## src/rtl/tpc_pkg.sv

```systemverilog
// Shared constants for the timer pin and clock control block
package tpc_pkg;
	localparam int ADDR_W = 8;
	localparam int DATA_W = 32;
	localparam int CNT_W = 10;
	localparam int INT_W = 5;

	// Register byte addresses
	localparam logic [7:0] OFS_ROUTE = 8'h00;
	localparam logic [7:0] OFS_CTRL0 = 8'h04;
	localparam logic [7:0] OFS_CTRL1 = 8'h08;
	localparam logic [7:0] OFS_CMPA0 = 8'h0c;
	localparam logic [7:0] OFS_CMPP0 = 8'h10;
	localparam logic [7:0] OFS_CMPA1 = 8'h14;
	localparam logic [7:0] OFS_CMPB1 = 8'h18;
	localparam logic [7:0] OFS_CMPP1 = 8'h1c;
	localparam logic [7:0] OFS_INTSTAT = 8'h20;
	localparam logic [7:0] OFS_INTCLR = 8'h24;
	localparam logic [7:0] OFS_INTEN = 8'h28;
	localparam logic [7:0] OFS_COUNT0 = 8'h2c;
	localparam logic [7:0] OFS_COUNT1 = 8'h30;
	localparam logic [7:0] OFS_PORTINV = 8'h34;

	// Pin route register layout per variant
	localparam logic [7:0] ROUTE_MASK_SMALL = 8'h31;
	localparam logic [7:0] ROUTE_RST_SMALL = 8'h11;
	localparam logic [7:0] ROUTE_MASK_LARGE = 8'hb3;
	localparam logic [7:0] ROUTE_RST_LARGE = 8'h91;
	localparam int RB_T0_FIRST = 0;
	localparam int RB_T0_SECOND = 1;
	localparam int RB_T1_FIRST = 4;
	localparam int RB_T1_SECOND = 5;
	localparam int RB_T1_CHAN_A = 7;

	// Timer control register fields
	localparam int CF_SEL_LO = 0;
	localparam int CF_ON = 3;
	localparam int CF_MODE_LO = 4;
	localparam int CF_ACT_LO = 6;
	localparam int CF_INIT = 8;
	localparam int CF_CLRA = 9;
	localparam int CTRL_W = 10;

	// Interrupt status bits
	localparam int IB_T0A = 0;
	localparam int IB_T0P = 1;
	localparam int IB_T1A = 2;
	localparam int IB_T1P = 3;
	localparam int IB_T1B = 4;

	// Prescaler ratios
	localparam logic [5:0] DIV4_MASK = 6'h03;
	localparam logic [5:0] DIV16_MASK = 6'h0f;
	localparam logic [5:0] DIV64_MASK = 6'h3f;
	localparam logic [10:0] CNT_FULL = 11'h400;
	localparam int SYS_CLK_HZ = 250000000;
	localparam int LOW_CLK_HZ = 32768;

	typedef enum logic [2:0] {
		SEL_SYS4 = 3'b000,
		SEL_SYS = 3'b001,
		SEL_HIGH16 = 3'b010,
		SEL_HIGH64 = 3'b011,
		SEL_LOW = 3'b100,
		SEL_NONE = 3'b101,
		SEL_PIN_RISE = 3'b110,
		SEL_PIN_FALL = 3'b111
	} tpc_clk_sel_t;

	typedef enum logic [1:0] {
		MODE_COMPARE = 2'b00,
		MODE_TIMER = 2'b01,
		MODE_PWM = 2'b10,
		MODE_SPARE = 2'b11
	} tpc_mode_t;

	typedef enum logic [1:0] {
		ACT_NONE = 2'b00,
		ACT_LOW = 2'b01,
		ACT_HIGH = 2'b10,
		ACT_TOGGLE = 2'b11
	} tpc_act_t;
endpackage

```

## src/rtl/tpc_timer_if.sv

```systemverilog
// Control and status bundle between the register block and one timer core
`timescale 1ns/1ns
interface tpc_timer_if;
	import tpc_pkg::*;
	logic tick;
	logic on;
	tpc_mode_t mode;
	tpc_act_t act;
	logic initLvl;
	logic clrOnA;
	logic [CNT_W-1:0] cmpA;
	logic [CNT_W-1:0] cmpB;
	logic [2:0] cmpP;
	logic [CNT_W-1:0] count;
	logic matchA;
	logic matchB;
	logic matchP;
	logic outA;
	logic outB;
	modport ctrl (output tick, on, mode, act, initLvl, clrOnA, cmpA, cmpB, cmpP,
		input count, matchA, matchB, matchP, outA, outB);
	modport core (input tick, on, mode, act, initLvl, clrOnA, cmpA, cmpB, cmpP,
		output count, matchA, matchB, matchP, outA, outB);
endinterface

```

## src/rtl/tpc_timer_core.sv

```systemverilog
// Ten-bit timer counter with comparators A, B, P and output waveform logic
`timescale 1ns/1ns
module tpc_timer_core import tpc_pkg::*; #(
	parameter bit HAS_B = 1'b1
) (
	input wire logic mclk,
	input wire logic arst_n,
	tpc_timer_if.core tif
);
	logic onDly;
	logic hitA;
	logic hitB;
	logic hitP;
	logic [10:0] pLimit;

	function automatic logic applyAct(input logic cur, input tpc_act_t act);
		case (act)
			ACT_LOW: applyAct = 1'b0;
			ACT_HIGH: applyAct = 1'b1;
			ACT_TOGGLE: applyAct = !cur;
			default: applyAct = cur;
		endcase
	endfunction

	// P of zero means a full 1024-count period
	always_comb begin
		pLimit = (tif.cmpP == 3'h0) ? CNT_FULL : {1'b0, tif.cmpP, 7'h00};
		hitA = tif.on && tif.tick && (tif.count == tif.cmpA);
		hitB = HAS_B && tif.on && tif.tick && (tif.count == tif.cmpB);
		hitP = tif.on && tif.tick && ({1'b0, tif.count} == pLimit - 11'h001);
	end

	always_ff @(posedge mclk or negedge arst_n) begin
		if (!arst_n) begin
			onDly <= 1'b0;
			tif.count <= '0;
		end else begin
			onDly <= tif.on;
			if (tif.on && !onDly) begin
				tif.count <= '0;
			end else if (hitP || (hitA && tif.clrOnA)) begin
				tif.count <= '0;
			end else if (tif.on && tif.tick) begin
				tif.count <= tif.count + 10'h001;
			end
		end
	end

	// Match pulses feed the sticky interrupt flags
	always_ff @(posedge mclk or negedge arst_n) begin
		if (!arst_n) begin
			tif.matchA <= 1'b0;
			tif.matchB <= 1'b0;
			tif.matchP <= 1'b0;
		end else begin
			tif.matchA <= hitA;
			tif.matchB <= hitB;
			tif.matchP <= hitP;
		end
	end

	always_ff @(posedge mclk or negedge arst_n) begin
		if (!arst_n) begin
			tif.outA <= 1'b0;
			tif.outB <= 1'b0;
		end else if (tif.on && !onDly) begin
			tif.outA <= tif.initLvl;
			tif.outB <= tif.initLvl;
		end else if (tif.mode == MODE_COMPARE) begin
			if (hitA) begin
				tif.outA <= applyAct(tif.outA, tif.act);
			end
			if (hitB) begin
				tif.outB <= applyAct(tif.outB, tif.act);
			end
		end else if (tif.mode == MODE_PWM && tif.on) begin
			tif.outA <= (tif.count < tif.cmpA) ? tif.initLvl : !tif.initLvl;
			tif.outB <= (tif.count < tif.cmpB) ? tif.initLvl : !tif.initLvl;
		end
	end
endmodule

```

## src/rtl/tpc_timer_pin_ctrl.sv

```systemverilog
// Register block, clock selection, interrupts and pin routing for two timers
//
// Local design decisions: the Avalon-MM register port and the placing of the registers.
`timescale 1ns/1ns
// Function
// Select code 101 stops the counter clock
// Clock from system, high, low or pin
// Pin clock counts rising or falling edges
// Comparator match interrupts, may clear, drive output
// Compact/standard timer: A and P interrupts
// Enhanced timer: A, B and P interrupts
// Compare mode sets, clears or toggles output
// PWM waveform appears on timer output pins
// Route bit 1 gives pin to timer
// Small variant uses bits 5, 4, 0
// Large variant uses bits 7, 5, 4, 1, 0
// Unimplemented route bits read zero, ignore writes
// Software enables at most one capture input
// Port data bit inverts each output pin
// Route write acts from next cycle; here the registered pinOut and pinOe follow one cycle after the route register
module tpc_timer_pin_ctrl import tpc_pkg::*; #(
	parameter bit LARGE_VARIANT = 1'b1,
	parameter int LOW_CLK_DIV = SYS_CLK_HZ / LOW_CLK_HZ
) (
	input wire logic mclk,
	input wire logic arst_n,
	input wire logic [ADDR_W-1:0] avs_address,
	input wire logic avs_read,
	input wire logic avs_write,
	input wire logic [DATA_W-1:0] avs_writedata,
	input wire logic [3:0] avs_byteenable,
	output logic [DATA_W-1:0] avs_readdata,
	output logic avs_waitrequest,
	input wire logic tckPin0,
	input wire logic tckPin1,
	input wire logic [7:0] altOut,
	input wire logic [7:0] altOe,
	output logic [7:0] pinOut,
	output logic [7:0] pinOe,
	output logic irq
);
	localparam logic [7:0] ROUTE_MASK = LARGE_VARIANT ? ROUTE_MASK_LARGE : ROUTE_MASK_SMALL;
	localparam logic [7:0] ROUTE_RST = LARGE_VARIANT ? ROUTE_RST_LARGE : ROUTE_RST_SMALL;
	localparam logic [15:0] LOW_TOP = 16'(LOW_CLK_DIV - 1);

	logic [7:0] route;
	logic [7:0] portInv;
	logic [CTRL_W-1:0] ctrl0;
	logic [CTRL_W-1:0] ctrl1;
	logic [CNT_W-1:0] cmpA0;
	logic [2:0] cmpP0;
	logic [CNT_W-1:0] cmpA1;
	logic [CNT_W-1:0] cmpB1;
	logic [2:0] cmpP1;
	logic [INT_W-1:0] intEn;
	logic [INT_W-1:0] intStat;
	logic [INT_W-1:0] next_intStat;
	logic [INT_W-1:0] intEvents;
	logic [INT_W-1:0] intClr;
	logic wrCommit;
	logic [5:0] preCnt;
	logic [15:0] lowCnt;
	logic lowTick;
	logic [2:0] tck0Sync;
	logic [2:0] tck1Sync;
	logic [7:0] timerSig;
	logic [7:0] next_pinOut;
	logic [7:0] next_pinOe;

	tpc_timer_if t0 ();
	tpc_timer_if t1 ();

	function automatic logic [15:0] mergeBe(input logic [15:0] old, input logic [DATA_W-1:0] wd,
		input logic [3:0] be);
		mergeBe = old;
		if (be[0]) begin
			mergeBe[7:0] = wd[7:0];
		end
		if (be[1]) begin
			mergeBe[15:8] = wd[15:8];
		end
	endfunction

	// One tick decision shared by both timers
	function automatic logic selTick(input logic [2:0] sel, input logic [5:0] pre, input logic lowT,
		input logic [2:0] pinS);
		case (tpc_clk_sel_t'(sel))
			SEL_SYS4: selTick = (pre & DIV4_MASK) == DIV4_MASK;
			SEL_SYS: selTick = 1'b1;
			SEL_HIGH16: selTick = (pre & DIV16_MASK) == DIV16_MASK;
			SEL_HIGH64: selTick = pre == DIV64_MASK;
			SEL_LOW: selTick = lowT;
			SEL_PIN_RISE: selTick = pinS[1] && !pinS[2];
			SEL_PIN_FALL: selTick = !pinS[1] && pinS[2];
			default: selTick = 1'b0;
		endcase
	endfunction

	assign wrCommit = avs_write && !avs_waitrequest;

	// One wait state: request seen, answer at the following edge
	always_ff @(posedge mclk or negedge arst_n) begin
		if (!arst_n) begin
			avs_waitrequest <= 1'b1;
		end else begin
			avs_waitrequest <= !((avs_read || avs_write) && avs_waitrequest);
		end
	end

	always_ff @(posedge mclk or negedge arst_n) begin
		if (!arst_n) begin
			avs_readdata <= '0;
		end else if (avs_read && avs_waitrequest) begin
			case (avs_address)
				OFS_ROUTE: avs_readdata <= {24'h000000, route & ROUTE_MASK};
				OFS_CTRL0: avs_readdata <= {22'h000000, ctrl0};
				OFS_CTRL1: avs_readdata <= {22'h000000, ctrl1};
				OFS_CMPA0: avs_readdata <= {22'h000000, cmpA0};
				OFS_CMPP0: avs_readdata <= {29'h00000000, cmpP0};
				OFS_CMPA1: avs_readdata <= {22'h000000, cmpA1};
				OFS_CMPB1: avs_readdata <= {22'h000000, cmpB1};
				OFS_CMPP1: avs_readdata <= {29'h00000000, cmpP1};
				OFS_INTSTAT: avs_readdata <= {27'h0000000, intStat};
				OFS_INTEN: avs_readdata <= {27'h0000000, intEn};
				OFS_COUNT0: avs_readdata <= {22'h000000, t0.count};
				OFS_COUNT1: avs_readdata <= {22'h000000, t1.count};
				OFS_PORTINV: avs_readdata <= {24'h000000, portInv & ROUTE_MASK};
				default: avs_readdata <= '0;
			endcase
		end
	end

	always_ff @(posedge mclk or negedge arst_n) begin
		if (!arst_n) begin
			route <= ROUTE_RST;
			portInv <= '0;
		end else if (wrCommit && avs_byteenable[0]) begin
			if (avs_address == OFS_ROUTE) begin
				route <= avs_writedata[7:0] & ROUTE_MASK;
			end
			if (avs_address == OFS_PORTINV) begin
				portInv <= avs_writedata[7:0] & ROUTE_MASK;
			end
		end
	end

	always_ff @(posedge mclk or negedge arst_n) begin
		if (!arst_n) begin
			ctrl0 <= '0;
			ctrl1 <= '0;
			cmpA0 <= '0;
			cmpP0 <= '0;
			cmpA1 <= '0;
			cmpB1 <= '0;
			cmpP1 <= '0;
			intEn <= '0;
		end else if (wrCommit) begin
			case (avs_address)
				OFS_CTRL0: ctrl0 <= CTRL_W'(mergeBe(16'(ctrl0), avs_writedata, avs_byteenable));
				OFS_CTRL1: ctrl1 <= CTRL_W'(mergeBe(16'(ctrl1), avs_writedata, avs_byteenable));
				OFS_CMPA0: cmpA0 <= CNT_W'(mergeBe(16'(cmpA0), avs_writedata, avs_byteenable));
				OFS_CMPP0: cmpP0 <= 3'(mergeBe(16'(cmpP0), avs_writedata, avs_byteenable));
				OFS_CMPA1: cmpA1 <= CNT_W'(mergeBe(16'(cmpA1), avs_writedata, avs_byteenable));
				OFS_CMPB1: cmpB1 <= CNT_W'(mergeBe(16'(cmpB1), avs_writedata, avs_byteenable));
				OFS_CMPP1: cmpP1 <= 3'(mergeBe(16'(cmpP1), avs_writedata, avs_byteenable));
				OFS_INTEN: intEn <= INT_W'(mergeBe(16'(intEn), avs_writedata, avs_byteenable));
				default: ;
			endcase
		end
	end

	// Prescalers: high internal clock taken as the system clock
	always_ff @(posedge mclk or negedge arst_n) begin
		if (!arst_n) begin
			preCnt <= '0;
			lowCnt <= '0;
			lowTick <= 1'b0;
		end else begin
			preCnt <= preCnt + 6'h01;
			lowTick <= lowCnt == LOW_TOP;
			lowCnt <= (lowCnt == LOW_TOP) ? 16'h0000 : lowCnt + 16'h0001;
		end
	end

	// Pin clocks are asynchronous; only stage 2 and 3 feed edge logic
	always_ff @(posedge mclk or negedge arst_n) begin
		if (!arst_n) begin
			tck0Sync <= '0;
			tck1Sync <= '0;
		end else begin
			tck0Sync <= {tck0Sync[1:0], tckPin0};
			tck1Sync <= {tck1Sync[1:0], tckPin1};
		end
	end

	always_comb begin
		t0.tick = selTick(ctrl0[CF_SEL_LO +: 3], preCnt, lowTick, tck0Sync);
		t0.on = ctrl0[CF_ON];
		t0.mode = tpc_mode_t'(ctrl0[CF_MODE_LO +: 2]);
		t0.act = tpc_act_t'(ctrl0[CF_ACT_LO +: 2]);
		t0.initLvl = ctrl0[CF_INIT];
		t0.clrOnA = ctrl0[CF_CLRA];
		t0.cmpA = cmpA0;
		t0.cmpB = '0;
		t0.cmpP = cmpP0;
		t1.tick = selTick(ctrl1[CF_SEL_LO +: 3], preCnt, lowTick, tck1Sync);
		t1.on = ctrl1[CF_ON];
		t1.mode = tpc_mode_t'(ctrl1[CF_MODE_LO +: 2]);
		t1.act = tpc_act_t'(ctrl1[CF_ACT_LO +: 2]);
		t1.initLvl = ctrl1[CF_INIT];
		t1.clrOnA = ctrl1[CF_CLRA];
		t1.cmpA = cmpA1;
		t1.cmpB = cmpB1;
		t1.cmpP = cmpP1;
	end

	tpc_timer_core #(.HAS_B(1'b0)) u_timer0 (
		.mclk(mclk),
		.arst_n(arst_n),
		.tif(t0.core)
	);

	tpc_timer_core #(.HAS_B(LARGE_VARIANT)) u_timer1 (
		.mclk(mclk),
		.arst_n(arst_n),
		.tif(t1.core)
	);

	// Sticky status; a match in the clear cycle still sets its bit
	always_comb begin
		intEvents = '0;
		intEvents[IB_T0A] = t0.matchA;
		intEvents[IB_T0P] = t0.matchP;
		intEvents[IB_T1A] = t1.matchA;
		intEvents[IB_T1P] = t1.matchP;
		intEvents[IB_T1B] = LARGE_VARIANT && t1.matchB;
		intClr = (wrCommit && avs_address == OFS_INTCLR && avs_byteenable[0]) ? avs_writedata[INT_W-1:0] : '0;
		next_intStat = (intStat & ~intClr) | intEvents;
	end

	always_ff @(posedge mclk or negedge arst_n) begin
		if (!arst_n) begin
			intStat <= '0;
			irq <= 1'b0;
		end else begin
			intStat <= next_intStat;
			irq <= |(next_intStat & intEn);
		end
	end

	// Timer signal feeding each route bit position
	always_comb begin
		timerSig = '0;
		timerSig[RB_T0_FIRST] = t0.outA;
		if (LARGE_VARIANT) begin
			timerSig[RB_T0_SECOND] = t0.outA;
			timerSig[RB_T1_FIRST] = t1.outB;
			timerSig[RB_T1_SECOND] = t1.outB;
			timerSig[RB_T1_CHAN_A] = t1.outA;
		end else begin
			timerSig[RB_T1_FIRST] = t1.outA;
			timerSig[RB_T1_SECOND] = t1.outA;
		end
		next_pinOut = (route & (timerSig ^ portInv)) | (~route & altOut);
		next_pinOe = route | (~route & altOe);
	end

	// Registered pins add one cycle but keep outputs glitch free
	always_ff @(posedge mclk or negedge arst_n) begin
		if (!arst_n) begin
			pinOut <= '0;
			pinOe <= '0;
		end else begin
			pinOut <= next_pinOut;
			pinOe <= next_pinOe;
		end
	end
endmodule

```

## config.mk

```make
export PLATFORM = sky130hd
export DESIGN_NAME = tpc_timer_pin_ctrl
export DESIGN_NICKNAME = d
export VERILOG_FILES = /design/src/rtl/tpc_pkg.sv /design/src/rtl/tpc_timer_if.sv /design/src/rtl/tpc_timer_core.sv /design/src/rtl/tpc_timer_pin_ctrl.sv
export SDC_FILE = /design/constraint.sdc
export NUM_CORES = 1
export LEC_CHECK = 0
export BUFFER_PORTS_ARGS = -buffer_cell sky130_fd_sc_hd__buf_4
export CORE_ASPECT_RATIO = 2
export CORE_MARGIN = 8
export CORE_UTILIZATION = 25
export DETAILED_ROUTE_END_ITERATION = 7
export PLACE_DENSITY = 0.39
export REMOVE_ABC_BUFFERS = 1
export SLEW_MARGIN = 15
export SYNTH_ARGS = -nofsm -noshare
export SYNTH_HDL_FRONTEND = slang
export SYNTH_HIERARCHICAL = 1
export SYNTH_SLANG_ARGS = --single-unit
```

## constraint.sdc

```tcl
create_clock -name mclk -period 2.9 [get_ports mclk]
set_clock_uncertainty 0.15 [all_clocks]
set_input_delay 0.435 -clock mclk [delete_from_list [all_inputs] [get_ports mclk]]
set_output_delay 0.435 -clock mclk [all_outputs]
set_load 0.03 [all_outputs]
```

==> impl_results.rst <==
.. list-table::
   :header-rows: 1

   * - Metric
     - Value
   * - Status
     - complete, no violations
   * - Core outline area
     - about 35,000 um2
   * - Number of clock buffers inserted by TritonCTS
     - 17
   * - Syn Area/Cell
     - 11.07 um2
   * - Final Max Tran Viols
     - 0
   * - Nature of the critical path endpoint
     - register
   * - Clock buffer depth
     - 2
   * - Relative slew slack
     - 0.5772
   * - CTS tree
     - done
   * - Total power per unit cell area
     - 486.1 nW/um2
   * - Residual DRC count
     - 0
   * - Total routed wire length on the met1 layer
     - 10.30 mm
   * - RSZ-0062 raised after global routing
     - no
   * - Worst reg2reg path endpoint
     - u_timer1/tif.count[0]
   * - Number of instances in the synthesized netlist
     - 797
   * - Synthesis-to-layout area growth
     - 21.55%
   * - Row Count
     - 97
   * - Detailed-routed wire length on met3
     - 725 um
   * - Post-detailed-routing wire length
     - about 30 mm
   * - Count of routing violations after the opening detailed-route iteration
     - 287
   * - Highest metal layer with signal wires
     - met4
   * - Number of buffer cells added on primary ports
     - 69
   * - CP Data Arrival Time
     - 2.87 ns
   * - CP Max Fanout
     - 10
   * - Peak supply drop
     - 0.4163 mV
   * - Worst reg2reg setup slack
     - around 0.21 ns
   * - RR Startpoint
     - preCnt[0]
   * - Reg clk slew, reported paths
     - 0.06 ns
   * - Post-route standard cell area excluding fillers
     - about 11,000 um2
   * - Chip Height
     - about 280 um
   * - Die X-Extent
     - around 150 um
   * - Hold Path End
     - avs_waitrequest
   * - Post-layout min period
     - between 2 and 3 ns
   * - Antenna fix cells
     - 0
   * - Static Leakage
     - slightly below 0.005 uW
   * - Maximum clock frequency
     - roughly 370 MHz
   * - Length of routed met2 wiring
     - approximately 18 mm
   * - Hpwl dp
     - ~24 mm
   * - Min-delay worst type
     - in2reg
   * - Slew at the pin closest to its max-slew limit
     - about 0.63 ns
   * - Via count of the first global-routing pass
     - 6,975
   * - Setup fix buffers added after clock tree synthesis
     - 0
   * - Worst hold path depth
     - 2
   * - Final count of negative-setup-slack endpoints
     - 0
   * - Maximum number of pins on one net before global-route repair
     - between 60 and 70
   * - Fin. Hold Viols
     - 0
   * - Number of nets in the final layout
     - roughly 1,000
   * - Total placed instance area
     - ~10000 um2
   * - Placement Setup Slack
     - 0.1318 ns
   * - Vias per cell
     - approximately 4.7
   * - Initial antenna violation count
     - 0
   * - Worst path setup slack after routing
     - around 0.21 ns
   * - Kind of critical path
     - reg2reg
   * - Post-route antenna net violation count
     - 0
   * - Total clock sinks
     - 163
   * - Wire length of the first global-routing pass
     - about 45 mm
   * - Placer congestion estimate
     - roughly 0.86
   * - Min-Delay Startpoint
     - avs_write
   * - Aggregate global routing overflow
     - 0
   * - Area of the die
     - about 42,000 um2
   * - Starting density of the core
     - 0.2524
   * - Vias
     - about 6,500
   * - Post-route setup TNS
     - 0 ns
   * - Number of levels in the clock H-tree
     - 4
   * - Number of cells on the worst reg-to-reg path
     - 12
   * - Total of fill cells in the finished design
     - about 3,600
   * - Worst-skew pair later-pin latency
     - ~0.45 ns
   * - CTS root buffer
     - sky130_fd_sc_hd__clkbuf_16
   * - Drt first pass iters
     - 5
   * - GR Util All Layers
     - 0.1491
   * - Reported max-cap violation count
     - 0
   * - Number of warning messages in the yosys log
     - 6
   * - I/O Pins
     - 116
   * - Crit start category
     - register
   * - Final worst path period share
     - 0.9269
   * - Routed length per placed instance
     - 22.23 um
   * - Share of post-route cells with drive strength above 1
     - 0.2992
   * - Syn Std Cell Area
     - 8823 um2
   * - Required time of the worst setup path
     - 3.08 ns
==> cell usage in the layout (no fill, tap or decap), types with 5 or more instances in the layout <==
| cell type | n |
|---|---|
| sky130_fd_sc_hd__buf_4 | 100 |
| sky130_fd_sc_hd__nor2_1 | 38 |
| sky130_fd_sc_hd__a22oi_1 | 19 |
| sky130_fd_sc_hd__ha_1 | 39 |
| sky130_fd_sc_hd__nand2b_1 | 5 |
| sky130_fd_sc_hd__a211oi_1 | 5 |
| sky130_fd_sc_hd__a21oi_1 | 22 |
| sky130_fd_sc_hd__nor2b_1 | 6 |
| sky130_fd_sc_hd__xnor2_1 | 26 |
| sky130_fd_sc_hd__nand2_2 | 6 |
| sky130_fd_sc_hd__mux2i_1 | 6 |
| sky130_fd_sc_hd__nand2_1 | 41 |
| sky130_fd_sc_hd__a21o_1 | 6 |
| sky130_fd_sc_hd__o21ai_0 | 19 |
| sky130_fd_sc_hd__nor2_2 | 19 |
| sky130_fd_sc_hd__nand4_1 | 21 |
| sky130_fd_sc_hd__o21ai_1 | 6 |
| sky130_fd_sc_hd__nand3_1 | 26 |
| sky130_fd_sc_hd__xor2_1 | 25 |
| sky130_fd_sc_hd__nor3_1 | 12 |
| sky130_fd_sc_hd__or2_2 | 7 |
| sky130_fd_sc_hd__clkbuf_16 | 17 |
| sky130_fd_sc_hd__dlygate4sd3_1 | 12 |
| sky130_fd_sc_hd__inv_1 | 52 |
| sky130_fd_sc_hd__mux2_4 | 8 |
| sky130_fd_sc_hd__conb_1 | 22 |
| sky130_fd_sc_hd__dfrtp_1 | 159 |
| sky130_fd_sc_hd__mux2_2 | 65 |
| sky130_fd_sc_hd__and3_1 | 8 |
| sky130_fd_sc_hd__a22o_1 | 13 |
| sky130_fd_sc_hd__o22ai_1 | 6 |
==> layer usage <==
layer	up-vias	track usage
li1	3021	-
met1	3257	0.1376
met2	118	0.2949
met3	55	0.02169
met4	0	0.09446
met5	-	0
==> power by group <==
group / total [uW] / switching (uW) / internal, uW
clock network: 2410 / 955 / 1460
logic: 441 / 284 / 157
registers: 2360 / 41.6 / 2320
total: 5210 / 1280 / 3930
==> timing repair <==
action,CTS,global route
setup endpoints to repair,0,11
resized for setup,0,2
hold buffers,12,0
endpoints found under the hold margin,71,0
==> final cells by class <==
cell class	count	area, um2	share of cell area
sequential	163	4084	0.3808
timing repair buffer	117	964.7	0.08994
inverter	52	195.2	0.01820
clock buffer	22	454.2	0.04235
multi-input combinational	556	4315	0.4024
tap	445	556.8	0.05191
clock inverter	9	155.1	0.01447
==> state kept, by name, summed over array words and instances (netlist names), 5 cells and up <==
signal              count
lowCnt                 16
avs_readdata           10
cmpA0                  10
cmpA1                  10
cmpB1                  10
ctrl0                  10
ctrl1                  10
u_timer0/tif.count     10
u_timer1/tif.count     10
pinOe                   8
pinOut                  8
preCnt                  6
intEn                   5
intStat                 5
portInv                 5
route                   5
==> metrics by stage <==
step	utilization	total power, uW	hold WS [ns]	std cells
floorplan	-	2576	-0.01059	771
global placement	0.2859	2836	0.1910	1321
detailed placement	0.2859	2837	0.1934	1321
CTS	0.3068	5315	0.004761	1364
global route	0.3068	5413	0.01222	1364
finish	0.3068	5214	0.02952	1364
==> how the worst max path moves through the flow <==
stage               startpoint                     to
global placement     preCnt[0]  u_timer1/tif.count[9]
finish               preCnt[0]  u_timer1/tif.count[0]
floorplan            preCnt[0]  u_timer1/tif.count[0]
CTS                  preCnt[0]  u_timer1/tif.count[2]
global route         preCnt[0]  u_timer1/tif.count[1]
detailed placement   preCnt[0]  u_timer1/tif.count[2]
==> worst max-delay path: stages (launching register included) <==
cell and delay, ns:
sky130_fd_sc_hd__dfrtp_1 0.37, sky130_fd_sc_hd__ha_1 0.23, sky130_fd_sc_hd__nand3_1 0.15, sky130_fd_sc_hd__a21oi_1 0.15, sky130_fd_sc_hd__a21oi_1 0.08, sky130_fd_sc_hd__o21ai_1 0.24, sky130_fd_sc_hd__and2_2 0.25, sky130_fd_sc_hd__and3_4 0.23
sky130_fd_sc_hd__nand3_2 0.07, sky130_fd_sc_hd__nor3_2 0.28, sky130_fd_sc_hd__a211o_1 0.19, sky130_fd_sc_hd__buf_12 0.15, sky130_fd_sc_hd__nor2_2 0.04
Note: power is estimated with default switching activity, not from simulation.
